**src/hdl/cwc_pkg.sv**
```systemverilog
// package: register map, field layout, reset values and mode codes of the waveform control block
package cwc_pkg;
  // register indices (printed offsets are not multiples of four)
  localparam logic [11:0] CWC_IDX_CTRL0   = 12'h610;
  localparam logic [11:0] CWC_IDX_DBR     = 12'h60E;
  localparam logic [11:0] CWC_IDX_DBF     = 12'h60F;
  localparam logic [11:0] CWC_IDX_CLKSEL  = 12'h60C;
  localparam logic [11:0] CWC_IDX_ISM     = 12'h60D;
  localparam logic [11:0] CWC_IDX_SHUT    = 12'h612;
  localparam logic [11:0] CWC_IDX_STEER   = 12'h614;
  localparam logic [11:0] CWC_IDX_IRQ_ST  = 12'h620;
  localparam logic [11:0] CWC_IDX_IRQ_MSK = 12'h621;
  localparam logic [13:0] CWC_ADDR_CTRL0   = {CWC_IDX_CTRL0, 2'b00};
  localparam logic [13:0] CWC_ADDR_DBR     = {CWC_IDX_DBR, 2'b00};
  localparam logic [13:0] CWC_ADDR_DBF     = {CWC_IDX_DBF, 2'b00};
  localparam logic [13:0] CWC_ADDR_CLKSEL  = {CWC_IDX_CLKSEL, 2'b00};
  localparam logic [13:0] CWC_ADDR_ISM     = {CWC_IDX_ISM, 2'b00};
  localparam logic [13:0] CWC_ADDR_SHUT    = {CWC_IDX_SHUT, 2'b00};
  localparam logic [13:0] CWC_ADDR_STEER   = {CWC_IDX_STEER, 2'b00};
  localparam logic [13:0] CWC_ADDR_IRQ_ST  = {CWC_IDX_IRQ_ST, 2'b00};
  localparam logic [13:0] CWC_ADDR_IRQ_MSK = {CWC_IDX_IRQ_MSK, 2'b00};
  // control register fields
  localparam int CWC_BIT_EN   = 7;
  localparam int CWC_BIT_LOAD = 6;
  localparam int CWC_MODE_LSB = 0;
  localparam int CWC_MODE_W   = 3;
  // shutdown register fields
  localparam int CWC_BIT_SHUTDOWN = 7;
  localparam int CWC_BIT_RESTART  = 6;
  localparam int CWC_BIT_OVR_BD   = 4;
  localparam int CWC_BIT_OVR_AC   = 2;
  // interrupt status bits
  localparam int CWC_IRQ_LOADED = 0;
  localparam int CWC_IRQ_SHUT   = 1;
  localparam int CWC_IRQ_W      = 2;
  // widths
  localparam int CWC_DB_W = 6;
  // reset values
  localparam logic [7:0] CWC_RST_CTRL0 = 8'h00;
  localparam logic [7:0] CWC_RST_SHUT  = 8'h80;
  localparam logic [7:0] CWC_RST_ZERO  = 8'h00;
  // output modes
  typedef enum logic [2:0] {
    CWC_MODE_ASYNC_STEER = 3'h0,
    CWC_MODE_SYNC_STEER  = 3'h1,
    CWC_MODE_FULL_FWD    = 3'h2,
    CWC_MODE_FULL_REV    = 3'h3,
    CWC_MODE_HALF        = 3'h4,
    CWC_MODE_PUSH_PULL   = 3'h5,
    CWC_MODE_RSVD6       = 3'h6,
    CWC_MODE_RSVD7       = 3'h7
  } cwc_mode_t;
endpackage : cwc_pkg

```
**src/hdl/cwc_sync_if.sv**
```systemverilog
// interface: synchronised data input and its edge events toward the control logic
`timescale 1ns/1ps
interface cwc_sync_if;
  logic level;  // filtered input level
  logic rise;   // one-cycle rising event
  logic fall;   // one-cycle falling event
  modport src (output level, output rise, output fall);
  modport dst (input level, input rise, input fall);
endinterface : cwc_sync_if

```
**src/hdl/cwc_sync.sv**
```systemverilog
// module: three-stage pin synchroniser with agreement filter and edge events
`timescale 1ns/1ps
module cwc_sync (
  input  wire logic sys_clk,  // block clock
  input  wire logic rst_n,    // synchronous reset, active low
  input  wire logic pin,      // asynchronous input
  cwc_sync_if.src   evt       // filtered level and edges
);
  import cwc_pkg::*;

  logic [2:0] sh_reg;
  logic [2:0] sh_next;
  logic       lvl_reg;
  logic       lvl_next;
  logic       rise_reg;
  logic       rise_next;
  logic       fall_reg;
  logic       fall_next;

  // stage 0 feeds only stage 1; level changes once stages 1 and 2 agree
  always_comb begin
    sh_next   = {sh_reg[1:0], pin};
    lvl_next  = lvl_reg;
    if (sh_reg[1] == sh_reg[2]) begin
      lvl_next = sh_reg[2];
    end
    rise_next = lvl_next & ~lvl_reg;
    fall_next = ~lvl_next & lvl_reg;
  end

  always_ff @(posedge sys_clk) begin
    if (!rst_n) begin
      sh_reg   <= 3'h0;
      lvl_reg  <= 1'b0;
      rise_reg <= 1'b0;
      fall_reg <= 1'b0;
    end else begin
      sh_reg   <= sh_next;
      lvl_reg  <= lvl_next;
      rise_reg <= rise_next;
      fall_reg <= fall_next;
    end
  end

  assign evt.level = lvl_reg;
  assign evt.rise  = rise_reg;
  assign evt.fall  = fall_reg;
endmodule : cwc_sync

```
**src/hdl/cwc_ctrl.sv**
```systemverilog
// module: enable, buffer load, mode select, shutdown start-up and sleep clock request of the waveform generator
//
// Operation
// - runs from own selected clock during sleep
// - keep oscillator on when enabled, active, selected
// - cpu idles, oscillator and generator keep running
// - auto-restart clears shutdown status after enable
// - enable bit 7, read-write, resets zero
// - load counts on rise after fall after request
// - request zero leaves active counts unchanged
// - request ignored in write that sets enable
// - mode 000 async steering, 001 sync steering
// - mode 010 forward, 011 reverse full bridge
// - 100 half bridge, 101 push-pull, rest reserved
// - disabled count write loads active buffer immediately
`timescale 1ns/1ps
module cwc_ctrl
  import cwc_pkg::*;
#(
  parameter int DB_W = cwc_pkg::CWC_DB_W  // dead-band count width
) (
  input  wire logic            sys_clk,        // block clock
  input  wire logic            rst_n,          // synchronous reset, active low
  input  wire logic [13:0]     bus_addr,       // byte address
  input  wire logic [7:0]      bus_wdata,      // write data
  input  wire logic            bus_wr,         // write strobe
  input  wire logic            bus_rd,         // read strobe
  output logic      [7:0]      bus_rdata,      // read data, cycle after strobe
  input  wire logic            data_in,        // selected data input, asynchronous
  input  wire logic            shutdown_in,    // combined shutdown source, active high level
  input  wire logic            source_active,  // selected input source is running
  input  wire logic            sleep_req,      // chip enters sleep
  output logic                 gen_enable,     // generator enabled
  output logic [DB_W-1:0]      rise_db_active, // active rising dead-band count
  output logic [DB_W-1:0]      fall_db_active, // active falling dead-band count
  output cwc_pkg::cwc_mode_t   mode,           // output mode
  output logic                 mode_reserved,  // reserved mode selected
  output logic                 shutdown_state, // shutdown in effect
  output logic                 clk_sel_hfosc,  // generator clock is internal oscillator
  output logic                 hfosc_keep,     // keep oscillator running in sleep
  output logic                 cpu_idle_only,  // cpu idles while generator runs
  output logic                 irq             // interrupt, active high level
);
  // ****************************************************************
  // synchronised data input
  // ****************************************************************
  cwc_sync_if din();
  cwc_sync u_sync (
    .sys_clk (sys_clk),
    .rst_n   (rst_n),
    .pin     (data_in),
    .evt     (din)
  );

  // ****************************************************************
  // register state
  // ****************************************************************
  logic [7:0]            ctrl_reg,   ctrl_next;
  logic [DB_W-1:0]       dbr_reg,    dbr_next;
  logic [DB_W-1:0]       dbf_reg,    dbf_next;
  logic [DB_W-1:0]       dbr_act_reg, dbr_act_next;
  logic [DB_W-1:0]       dbf_act_reg, dbf_act_next;
  logic                  armed_reg,  armed_next;
  logic [7:0]            shut_reg,   shut_next;
  logic                  clksel_reg, clksel_next;
  logic [7:0]            ism_reg,    ism_next;
  logic [7:0]            steer_reg,  steer_next;
  logic [CWC_IRQ_W-1:0]  ist_reg,    ist_next;
  logic [CWC_IRQ_W-1:0]  imsk_reg,   imsk_next;
  logic [7:0]            rdata_reg,  rdata_next;
  logic                  irq_reg,    irq_next;
  logic                  keep_reg,   keep_next;
  logic                  idle_reg,   idle_next;
  logic                  wr_ctrl, wr_dbr, wr_dbf, wr_shut;
  logic                  transfer;
  logic                  shut_set;

  assign wr_ctrl = bus_wr && (bus_addr == CWC_ADDR_CTRL0);
  assign wr_dbr  = bus_wr && (bus_addr == CWC_ADDR_DBR);
  assign wr_dbf  = bus_wr && (bus_addr == CWC_ADDR_DBF);
  assign wr_shut = bus_wr && (bus_addr == CWC_ADDR_SHUT);
  // transfer fires on the first rise after the arming fall
  assign transfer = ctrl_reg[CWC_BIT_LOAD] && armed_reg && din.rise;

  // ****************************************************************
  // control register, buffer load and dead-band buffers
  // ****************************************************************
  always_comb begin
    ctrl_next    = ctrl_reg;
    dbr_next     = dbr_reg;
    dbf_next     = dbf_reg;
    dbr_act_next = dbr_act_reg;
    dbf_act_next = dbf_act_reg;
    armed_next   = armed_reg;
    if (wr_ctrl) begin
      ctrl_next[CWC_BIT_EN] = bus_wdata[CWC_BIT_EN];
      ctrl_next[CWC_MODE_LSB +: CWC_MODE_W] = bus_wdata[CWC_MODE_LSB +: CWC_MODE_W];
      // request only sticks when enable already stood before this write
      if (bus_wdata[CWC_BIT_LOAD] && ctrl_reg[CWC_BIT_EN] && bus_wdata[CWC_BIT_EN]) begin
        ctrl_next[CWC_BIT_LOAD] = 1'b1;
        if (!ctrl_reg[CWC_BIT_LOAD]) begin
          armed_next = 1'b0;
        end
      end else if (!bus_wdata[CWC_BIT_LOAD] || !bus_wdata[CWC_BIT_EN]) begin
        ctrl_next[CWC_BIT_LOAD] = 1'b0;
      end
    end
    if (wr_dbr) begin
      dbr_next = bus_wdata[DB_W-1:0];
    end
    if (wr_dbf) begin
      dbf_next = bus_wdata[DB_W-1:0];
    end
    // disabled writes pass straight into the active buffers
    if (!ctrl_reg[CWC_BIT_EN]) begin
      if (wr_dbr) begin
        dbr_act_next = bus_wdata[DB_W-1:0];
      end
      if (wr_dbf) begin
        dbf_act_next = bus_wdata[DB_W-1:0];
      end
    end
    if (ctrl_reg[CWC_BIT_LOAD] && din.fall) begin
      armed_next = 1'b1;
    end
    // completion clears the request and wins over a same-cycle control write that sets it
    if (transfer) begin
      dbr_act_next = dbr_reg;
      dbf_act_next = dbf_reg;
      ctrl_next[CWC_BIT_LOAD] = 1'b0;
      armed_next = 1'b0;
    end
  end

  always_ff @(posedge sys_clk) begin
    if (!rst_n) begin
      ctrl_reg    <= CWC_RST_CTRL0;
      dbr_reg     <= '0;
      dbf_reg     <= '0;
      dbr_act_reg <= '0;
      dbf_act_reg <= '0;
      armed_reg   <= 1'b0;
    end else begin
      ctrl_reg    <= ctrl_next;
      dbr_reg     <= dbr_next;
      dbf_reg     <= dbf_next;
      dbr_act_reg <= dbr_act_next;
      dbf_act_reg <= dbf_act_next;
      armed_reg   <= armed_next;
    end
  end

  // ****************************************************************
  // shutdown status, start-up from shutdown, auto-restart
  // ****************************************************************
  // start-up is from shutdown, so the status bit resets high
  always_comb begin
    shut_next = shut_reg;
    shut_set  = 1'b0;
    if (wr_shut) begin
      shut_next[6:0] = bus_wdata[6:0];
      shut_next[CWC_BIT_SHUTDOWN] = bus_wdata[CWC_BIT_SHUTDOWN] | shutdown_in;
      shut_set = bus_wdata[CWC_BIT_SHUTDOWN] & ~shut_reg[CWC_BIT_SHUTDOWN];
    end
    // restart waits for source removal and the module enable
    if (shut_reg[CWC_BIT_RESTART] && ctrl_reg[CWC_BIT_EN] && !shutdown_in && !wr_shut) begin
      shut_next[CWC_BIT_SHUTDOWN] = 1'b0;
    end
    // a live source always wins over any clear
    if (shutdown_in) begin
      shut_set = shut_set | ~shut_reg[CWC_BIT_SHUTDOWN];
      shut_next[CWC_BIT_SHUTDOWN] = 1'b1;
    end
  end

  always_ff @(posedge sys_clk) begin
    if (!rst_n) begin
      shut_reg <= CWC_RST_SHUT;
    end else begin
      shut_reg <= shut_next;
    end
  end

  // ****************************************************************
  // configuration registers
  // ****************************************************************
  always_comb begin
    clksel_next = clksel_reg;
    ism_next    = ism_reg;
    steer_next  = steer_reg;
    imsk_next   = imsk_reg;
    if (bus_wr && bus_addr == CWC_ADDR_CLKSEL) begin
      clksel_next = bus_wdata[0];
    end
    if (bus_wr && bus_addr == CWC_ADDR_ISM) begin
      ism_next = {3'h0, bus_wdata[4:0]};
    end
    if (bus_wr && bus_addr == CWC_ADDR_STEER) begin
      steer_next = bus_wdata;
    end
    if (bus_wr && bus_addr == CWC_ADDR_IRQ_MSK) begin
      imsk_next = bus_wdata[CWC_IRQ_W-1:0];
    end
  end

  always_ff @(posedge sys_clk) begin
    if (!rst_n) begin
      clksel_reg <= 1'b0;
      ism_reg    <= CWC_RST_ZERO;
      steer_reg  <= CWC_RST_ZERO;
      imsk_reg   <= '0;
    end else begin
      clksel_reg <= clksel_next;
      ism_reg    <= ism_next;
      steer_reg  <= steer_next;
      imsk_reg   <= imsk_next;
    end
  end

  // ****************************************************************
  // interrupts, sleep clock request, read port
  // ****************************************************************
  always_comb begin
    ist_next = ist_reg;
    if (bus_wr && bus_addr == CWC_ADDR_IRQ_ST) begin
      ist_next = ist_reg & ~bus_wdata[CWC_IRQ_W-1:0];
    end
    // set wins over a same-cycle clear
    if (transfer) begin
      ist_next[CWC_IRQ_LOADED] = 1'b1;
    end
    if (shut_set) begin
      ist_next[CWC_IRQ_SHUT] = 1'b1;
    end
    irq_next = |(ist_next & imsk_next);
    // generator clock is local, so only the oscillator needs holding
    keep_next = ctrl_next[CWC_BIT_EN] && source_active && clksel_next;
    idle_next = keep_next && sleep_req;
    rdata_next = 8'h00;
    if (bus_rd) begin
      case (bus_addr)
        CWC_ADDR_CTRL0:   rdata_next = {ctrl_reg[7:6], 3'h0, ctrl_reg[2:0]};
        CWC_ADDR_DBR:     rdata_next = {{(8-DB_W){1'b0}}, dbr_reg};
        CWC_ADDR_DBF:     rdata_next = {{(8-DB_W){1'b0}}, dbf_reg};
        CWC_ADDR_CLKSEL:  rdata_next = {7'h00, clksel_reg};
        CWC_ADDR_ISM:     rdata_next = ism_reg;
        CWC_ADDR_SHUT:    rdata_next = shut_reg;
        CWC_ADDR_STEER:   rdata_next = steer_reg;
        CWC_ADDR_IRQ_ST:  rdata_next = {6'h00, ist_reg};
        CWC_ADDR_IRQ_MSK: rdata_next = {6'h00, imsk_reg};
        default:          rdata_next = 8'h00;
      endcase
    end
  end

  always_ff @(posedge sys_clk) begin
    if (!rst_n) begin
      ist_reg   <= '0;
      irq_reg   <= 1'b0;
      keep_reg  <= 1'b0;
      idle_reg  <= 1'b0;
      rdata_reg <= 8'h00;
    end else begin
      ist_reg   <= ist_next;
      irq_reg   <= irq_next;
      keep_reg  <= keep_next;
      idle_reg  <= idle_next;
      rdata_reg <= rdata_next;
    end
  end

  // ****************************************************************
  // outputs, all from flip-flops except mode_reserved, which ANDs mode bits 2 and 1
  // ****************************************************************
  assign bus_rdata      = rdata_reg;
  assign gen_enable     = ctrl_reg[CWC_BIT_EN];
  assign rise_db_active = dbr_act_reg;
  assign fall_db_active = dbf_act_reg;
  assign mode           = cwc_mode_t'(ctrl_reg[CWC_MODE_LSB +: CWC_MODE_W]);
  assign mode_reserved  = ctrl_reg[2] & ctrl_reg[1];
  assign shutdown_state = shut_reg[CWC_BIT_SHUTDOWN];
  assign clk_sel_hfosc  = clksel_reg;
  assign hfosc_keep     = keep_reg;
  assign cpu_idle_only  = idle_reg;
  assign irq            = irq_reg;

  // ****************************************************************
  // checks
  // ****************************************************************
  property p_load_same_write;
    @(posedge sys_clk) disable iff (!rst_n)
      (wr_ctrl && !ctrl_reg[CWC_BIT_EN] && !ctrl_reg[CWC_BIT_LOAD]) |=> !ctrl_reg[CWC_BIT_LOAD];
  endproperty
  a_load_same_write: assert property (p_load_same_write) else $error("load set with enable");

  property p_hold_active;
    @(posedge sys_clk) disable iff (!rst_n)
      (!ctrl_reg[CWC_BIT_LOAD] && ctrl_reg[CWC_BIT_EN] && !wr_ctrl) |=> $stable(dbr_act_reg) && $stable(dbf_act_reg);
  endproperty
  a_hold_active: assert property (p_hold_active) else $error("active counts changed");

  property p_transfer;
    @(posedge sys_clk) disable iff (!rst_n)
      transfer |=> (dbr_act_reg == $past(dbr_reg)) && !ctrl_reg[CWC_BIT_LOAD];
  endproperty
  a_transfer: assert property (p_transfer) else $error("transfer failed");

  property p_direct_load;
    @(posedge sys_clk) disable iff (!rst_n)
      (wr_dbf && !ctrl_reg[CWC_BIT_EN]) |=> fall_db_active == $past(bus_wdata[DB_W-1:0]);
  endproperty
  a_direct_load: assert property (p_direct_load) else $error("disabled write not direct");

  property p_enable;
    @(posedge sys_clk) disable iff (!rst_n)
      wr_ctrl |=> gen_enable == $past(bus_wdata[CWC_BIT_EN]);
  endproperty
  a_enable: assert property (p_enable) else $error("enable not written");

  property p_restart;
    @(posedge sys_clk) disable iff (!rst_n)
      (shut_reg[CWC_BIT_RESTART] && ctrl_reg[CWC_BIT_EN] && !shutdown_in && !wr_shut) |=> !shutdown_state;
  endproperty
  a_restart: assert property (p_restart) else $error("auto-restart missed");

  property p_keep;
    @(posedge sys_clk) disable iff (!rst_n)
      hfosc_keep |-> $past(gen_enable) || gen_enable;
  endproperty
  a_keep: assert property (p_keep) else $error("oscillator held while disabled");

  property p_idle;
    @(posedge sys_clk) disable iff (!rst_n)
      cpu_idle_only |-> hfosc_keep;
  endproperty
  a_idle: assert property (p_idle) else $error("idle without oscillator");

  property p_mode_rsvd;
    @(posedge sys_clk) disable iff (!rst_n)
      mode_reserved |-> (mode == CWC_MODE_RSVD6 || mode == CWC_MODE_RSVD7);
  endproperty
  a_mode_rsvd: assert property (p_mode_rsvd) else $error("reserved flag wrong");
endmodule : cwc_ctrl

```
**config.mk**
```make
export PLATFORM = sky130hd
export DESIGN_NAME = cwc_ctrl
export DESIGN_NICKNAME = d
export VERILOG_FILES = /design/src/hdl/cwc_pkg.sv /design/src/hdl/cwc_sync_if.sv /design/src/hdl/cwc_sync.sv /design/src/hdl/cwc_ctrl.sv
export SDC_FILE = /design/constraint.sdc
export NUM_CORES = 1
export LEC_CHECK = 0
export BUFFER_PORTS_ARGS = -buffer_cell sky130_fd_sc_hd__buf_2
export CAP_MARGIN = 20
export CORE_UTILIZATION = 60
export DETAILED_ROUTE_END_ITERATION = 10
export PLACE_DENSITY = 0.85
export SETUP_SLACK_MARGIN = 0.5
export SYNTH_ARGS = -nofsm -noshare
export SYNTH_HDL_FRONTEND = slang
export SYNTH_HIERARCHICAL = 1
export SYNTH_SLANG_ARGS = --single-unit
export TNS_END_PERCENT = 5
```
**constraint.sdc**
```tcl
create_clock -name sys_clk -period 2.2 [get_ports sys_clk]
set_input_delay 0.11 -clock sys_clk [delete_from_list [all_inputs] [get_ports sys_clk]]
set_output_delay 0.11 -clock sys_clk [all_outputs]
set_load 0.01 [all_outputs]
```
After elaboration in Yosys (flattened, before gate mapping) --
Index checks and enable logic that the tools add are counted.
Storage, ports and cells: bits of input ports 30, output and inout port bits 30, register bits after elaboration 73, word-level logic and storage cells 111
Cells by class: bitwise gates (word level) 13, muxes and demuxes 24, eq/ne operators 12, reductions and logical operators 39
Operator list (number):
- 14-bit by 13-bit equality test with 1-bit output, second input constant | 9
- 8-bit case mux with 9 select lines | 1
- 6-bit two-way mux | 6
- 1-bit logical AND | 20
- 1-bit two-way mux | 13
- 2-bit nonzero test | 6
- 8-bit two-way mux | 1
- 2-bit AND reduction | 4
- 2-bit two-way mux | 3
- 2-bit OR reduction | 3
- 1-bit AND | 4
- 2-bit AND | 2
- 1-bit logical NOT | 4
- 2-bit by 1-bit != test with 1-bit output, second input constant | 2
- 1-bit NOT | 4
- 3-bit AND reduction | 1
- 2-bit NOT | 1
- 1-bit OR | 2
- 1-bit equality test | 1
- 1-bit logical OR | 1

Depth between registers and ports, before layout --
depth in word-level cells 8, mapped depth 7, gate-level depth less buffers 5

Hierarchy --
The synthesis kept the hierarchy.
By module, submodules not included:
- cwc_ctrl | seq. area each 1341.3 µm², cells each 352, area an instance 3200.6 µm², times used 1
- cwc_sync | seq. area each 120.1 µm², cells each 15, area an instance 177.7 µm², times used 1

Least setup slack after synthesis --
No wires, ideal clock.
path type input-to-reg, start point input port bus_addr[3], end point register idle_reg (netlist: cpu_idle_only), arrival time 1.334 ns, path buffers 1, setup slack 0.751 ns, data required time 2.085 ns, library setup time 0.115 ns, stages 6, cells stage by stage buf_4 > nor4_4 > nand4_1 > mux2i_1 > and4bb_1 > and2_1
On the way: cells in the longest elaborated chain, start to end 6, elaborated cells on any way between the ends 9, classes of those cells eq/ne (2); mux (2); reduce/logical (5)
RTL lines:
- from (decl) | RTL line cwc_ctrl.sv:24 | input wire logic [13:0] bus_addr,
- 14-bit by 13-bit equality test with 1-bit output | RTL line cwc_ctrl.sv:78 | assign wr_ctrl = bus_wr && (bus_addr == CWC_ADDR_CTRL0);
- 1-bit logical AND | RTL line cwc_ctrl.sv:78
- 2-bit two-way mux | RTL line cwc_ctrl.sv:95 | if (wr_ctrl) begin
- 1-bit logical AND | RTL line cwc_ctrl.sv:237 | keep_next = ctrl_next[CWC_BIT_EN] && source_active && clksel_next;
- 1-bit logical AND (*) | RTL line cwc_ctrl.sv:237
- 1-bit logical AND (*) | RTL line cwc_ctrl.sv:238 | idle_next = keep_next && sleep_req;
- to (signal assigned) | RTL line cwc_ctrl.sv:267 | idle_reg <= idle_next;
- to (decl) | RTL line cwc_ctrl.sv:73 | logic idle_reg, idle_next;
Every way passes the cells marked *; elsewhere a longest branch is shown, timed or not. A chain may end at the register's enable or synchronous reset.

Worst setup path after layout --
start point input port bus_addr[9], end point register steer_reg[1]
On the way: cells in the longest elaborated chain, start to end 2
RTL lines:
- 14-bit by 13-bit equality test with 1-bit output | RTL line cwc_ctrl.sv:198 | if (bus_wr && bus_addr == CWC_ADDR_STEER) begin
- 1-bit logical AND | RTL line cwc_ctrl.sv:198
- to (signal assigned) | RTL line cwc_ctrl.sv:215 | steer_reg <= steer_next;
- to (decl) | RTL line cwc_ctrl.sv:67 | logic [7:0] steer_reg, steer_next;
No other way between the ends.

==> metrics <==
Crit path depth=7; MaxCap Viol Count=0; Critical Path Start Type=input port; first-pass GRT wire length=approximately 13000 um; Total Routing Usage GR=between 20% and 30%; area of the multi-input gates=about 1800 sq um; fin nets=roughly 450; EDFF count, synth=0; n_diodes=0; CTS Buf Count=9; Buf/Inv on CP=2; Mapped Cells=between 300 and 400; total grt overflow=0; Cells on Worst Hold Path=3; CTS tree=built; synthesized netlist net count=a little under 400; Via density=a little over 6; CTS max path bufs=2; Final Wtd Congestion=0.918; area leader, netlist=dfxtp_1; die height=about 77 um; worst-skew pair later-pin latency=around 0.34 ns; Setup Viol. Count Final=0; Fmax=~0.64 GHz; setup_tns=0 ns; H-Tree Level Count=3; synth warn=6; initial DRC count=198; Worst Path Class, Setup=input port to flip-flop; initial antenna violation count=0; synthesized area per cell=9.21 sq um; Power, Total=between 2 and 2.5 mW; predominant post-synthesis flop cell=dfxtp_1; Yosys top cell area share=between 40 and 50%; crit-path cells=buf_2 -> nor4b_2 -> buf_4 -> and4_2 -> and2_1 -> nand2_1 -> a21boi_0; sequential fraction of the synthesis area=a little over two fifths; Worst Hold Class=input port to flip-flop; number of global-route vias before repair=between 2000 and 3000; First-pass DRT Iterations=5; Pwr Density=between 600 and 700 nW/um^2; Synth-to-Final Area Change=13.7%; synth unique cells=52; Die Wd=between 70 and 80 um; endpoints failing hold=0; largest net degree at the start of global routing=41; TritonCTS Sinks=73; RSZ-0062 raised after global routing=true; Max stage delay on crit path=around 0.52 ns; final WL=~8200 um; Row Count=26; commonest cells after routing, fill and taps aside=dfxtp_1 (73), nand2_1 (62), buf_2 (59); share of layout cells above drive strength 1=24.8%; Post-DRT Antenna Nets=0; period utilization=71.5%; Residual DRC=0; worst-margin pin slew=a little over 0.6 ns; setup ws final=about 0.63 ns; dpl ws=about 0.24 ns; WP data arrival=1.84 ns; most common cell after layout, fill and taps aside=dfxtp_1; status=completed; clock-pin transition on the worst setup and hold timing paths=0.07 ns; Post-CTS Setup Inserts=0; port buffer count=about 60; CP max stage cell=nor4b_2; LEAKAGE=roughly 1.5 nW; worst hold margin=around 0.043 ns; Routed wire per std cell=around 17 um; Rel. slew slack=59.2%; Async SR Flop Fraction=0%; CP required=between 2 and 2.5 ns; Detail Placement HPWL=5610 um; IO Pins=60; Core Footprint=5270 sq um; r2r worst-path depth=4; Worst IR Drop VDD=approximately 0.00063 V; Worst setup EP type=flip-flop; Cell Area, Synth=between 3000 and 4000 sq um; CTS Root Cell=clkbuf_8; critical path fanouts, max=8; clock skew=between 0.005 and 0.006 ns; Slew Limit Fails=0; Via Count=about 3000; area of the die=approximately 6000 sq um; Tmin final=1.57 ns; top post-synthesis cells by area=dfxtp_1 (43%), nand2_1 (6.9%), mux2i_1 (6.5%); Initial Utilization=around 64%; register area=roughly 1500 sq um; fill count=just over 400; CP top delay family=simple AND/OR/NAND/NOR gates; #FFs+latches synth=73
Yosys cell counts, drive strengths merged (3+ instances only):
library cell / instances
mux2i: 22
nor2b: 9
nand3: 16
nor3: 3
a22oi: 7
nand2: 62
a22o: 6
nor4b: 3
a21boi: 31
dfxtp: 73
a21oi: 20
nor2: 6
mux2: 6
and2: 10
o21ai: 26
buf: 18
nand4: 5
and4: 4
clkbuf: 11
final timing paths:
| check | startpoint | end | slack [ns] |
|---|---|---|---|
| worst min register to register | u_sync/sh_reg[2] | u_sync/evt.fall | 0.44 |
| worst min-delay path | shutdown_in | shut_reg[7] | 0.04 |
| worst max-delay path | bus_addr[9] | steer_reg[1] | 0.63 |
| worst max register to register | ctrl_reg[7] | fall_db_active[4] | 0.81 |
where the power goes:
| group | switching, mW | internal (mW) | total (mW) |
|---|---|---|---|
| clock | 0.481 | 0.464 | 0.946 |
| sequential | 0.00117 | 1.32 | 1.32 |
| combinational | 0.0875 | 0.0522 | 0.140 |
tightest hold or removal path: cells and delay by family:
family	cells	cell delay (ns)
AOI/OAI and AO/OA	1	0.07
buffers and inverters	1	0.09
and+or+nand+nor	1	0.08
logic make-up (layout without fill, tap and decap cells):
group / count (synthesis) / in the layout / share of synthesized area, %
buf+inv: 29 / 82 / 4.74
simple gates: 134 / 134 / 22.9
mux: 28 / 28 / 8.52
compound gates: 103 / 103 / 20.6
flops: 73 / 73 / 43.3
metrics by stage:
step                      cells  cell area (sq um)  util [%]
final                       490               3840      72.9
after global routing        490               3840      72.9
after CTS                   490               3840      72.9
after detailed placement    472               3640      69.0
after global placement      472               3640      69.0
after floorplan             367               3380         -
layout make-up:
class	instances	area share (%)
clock buffer	11	3.94
clock inverter	5	0.782
multi-input combinational	265	45.8
sequential	73	38.0
tap	70	2.28
timing repair buffer	66	9.18
timing repair:
item                       CTS  global route
resized for setup            0             1
setup endpoints to repair    0             8
hold buffers                 2             0
hold endpoints to repair     2             0
layer usage:
layer  up-vias  share of wire (%)  track usage [%]
li1       1408                  -                -
met1      1444                 43             35.9
met2       118                 48             46.3
met3        17                6.6             6.90
met4         0                2.9             13.8
met5         -                  0                0
No activity file was read; power rests on OpenSTA's default activity.
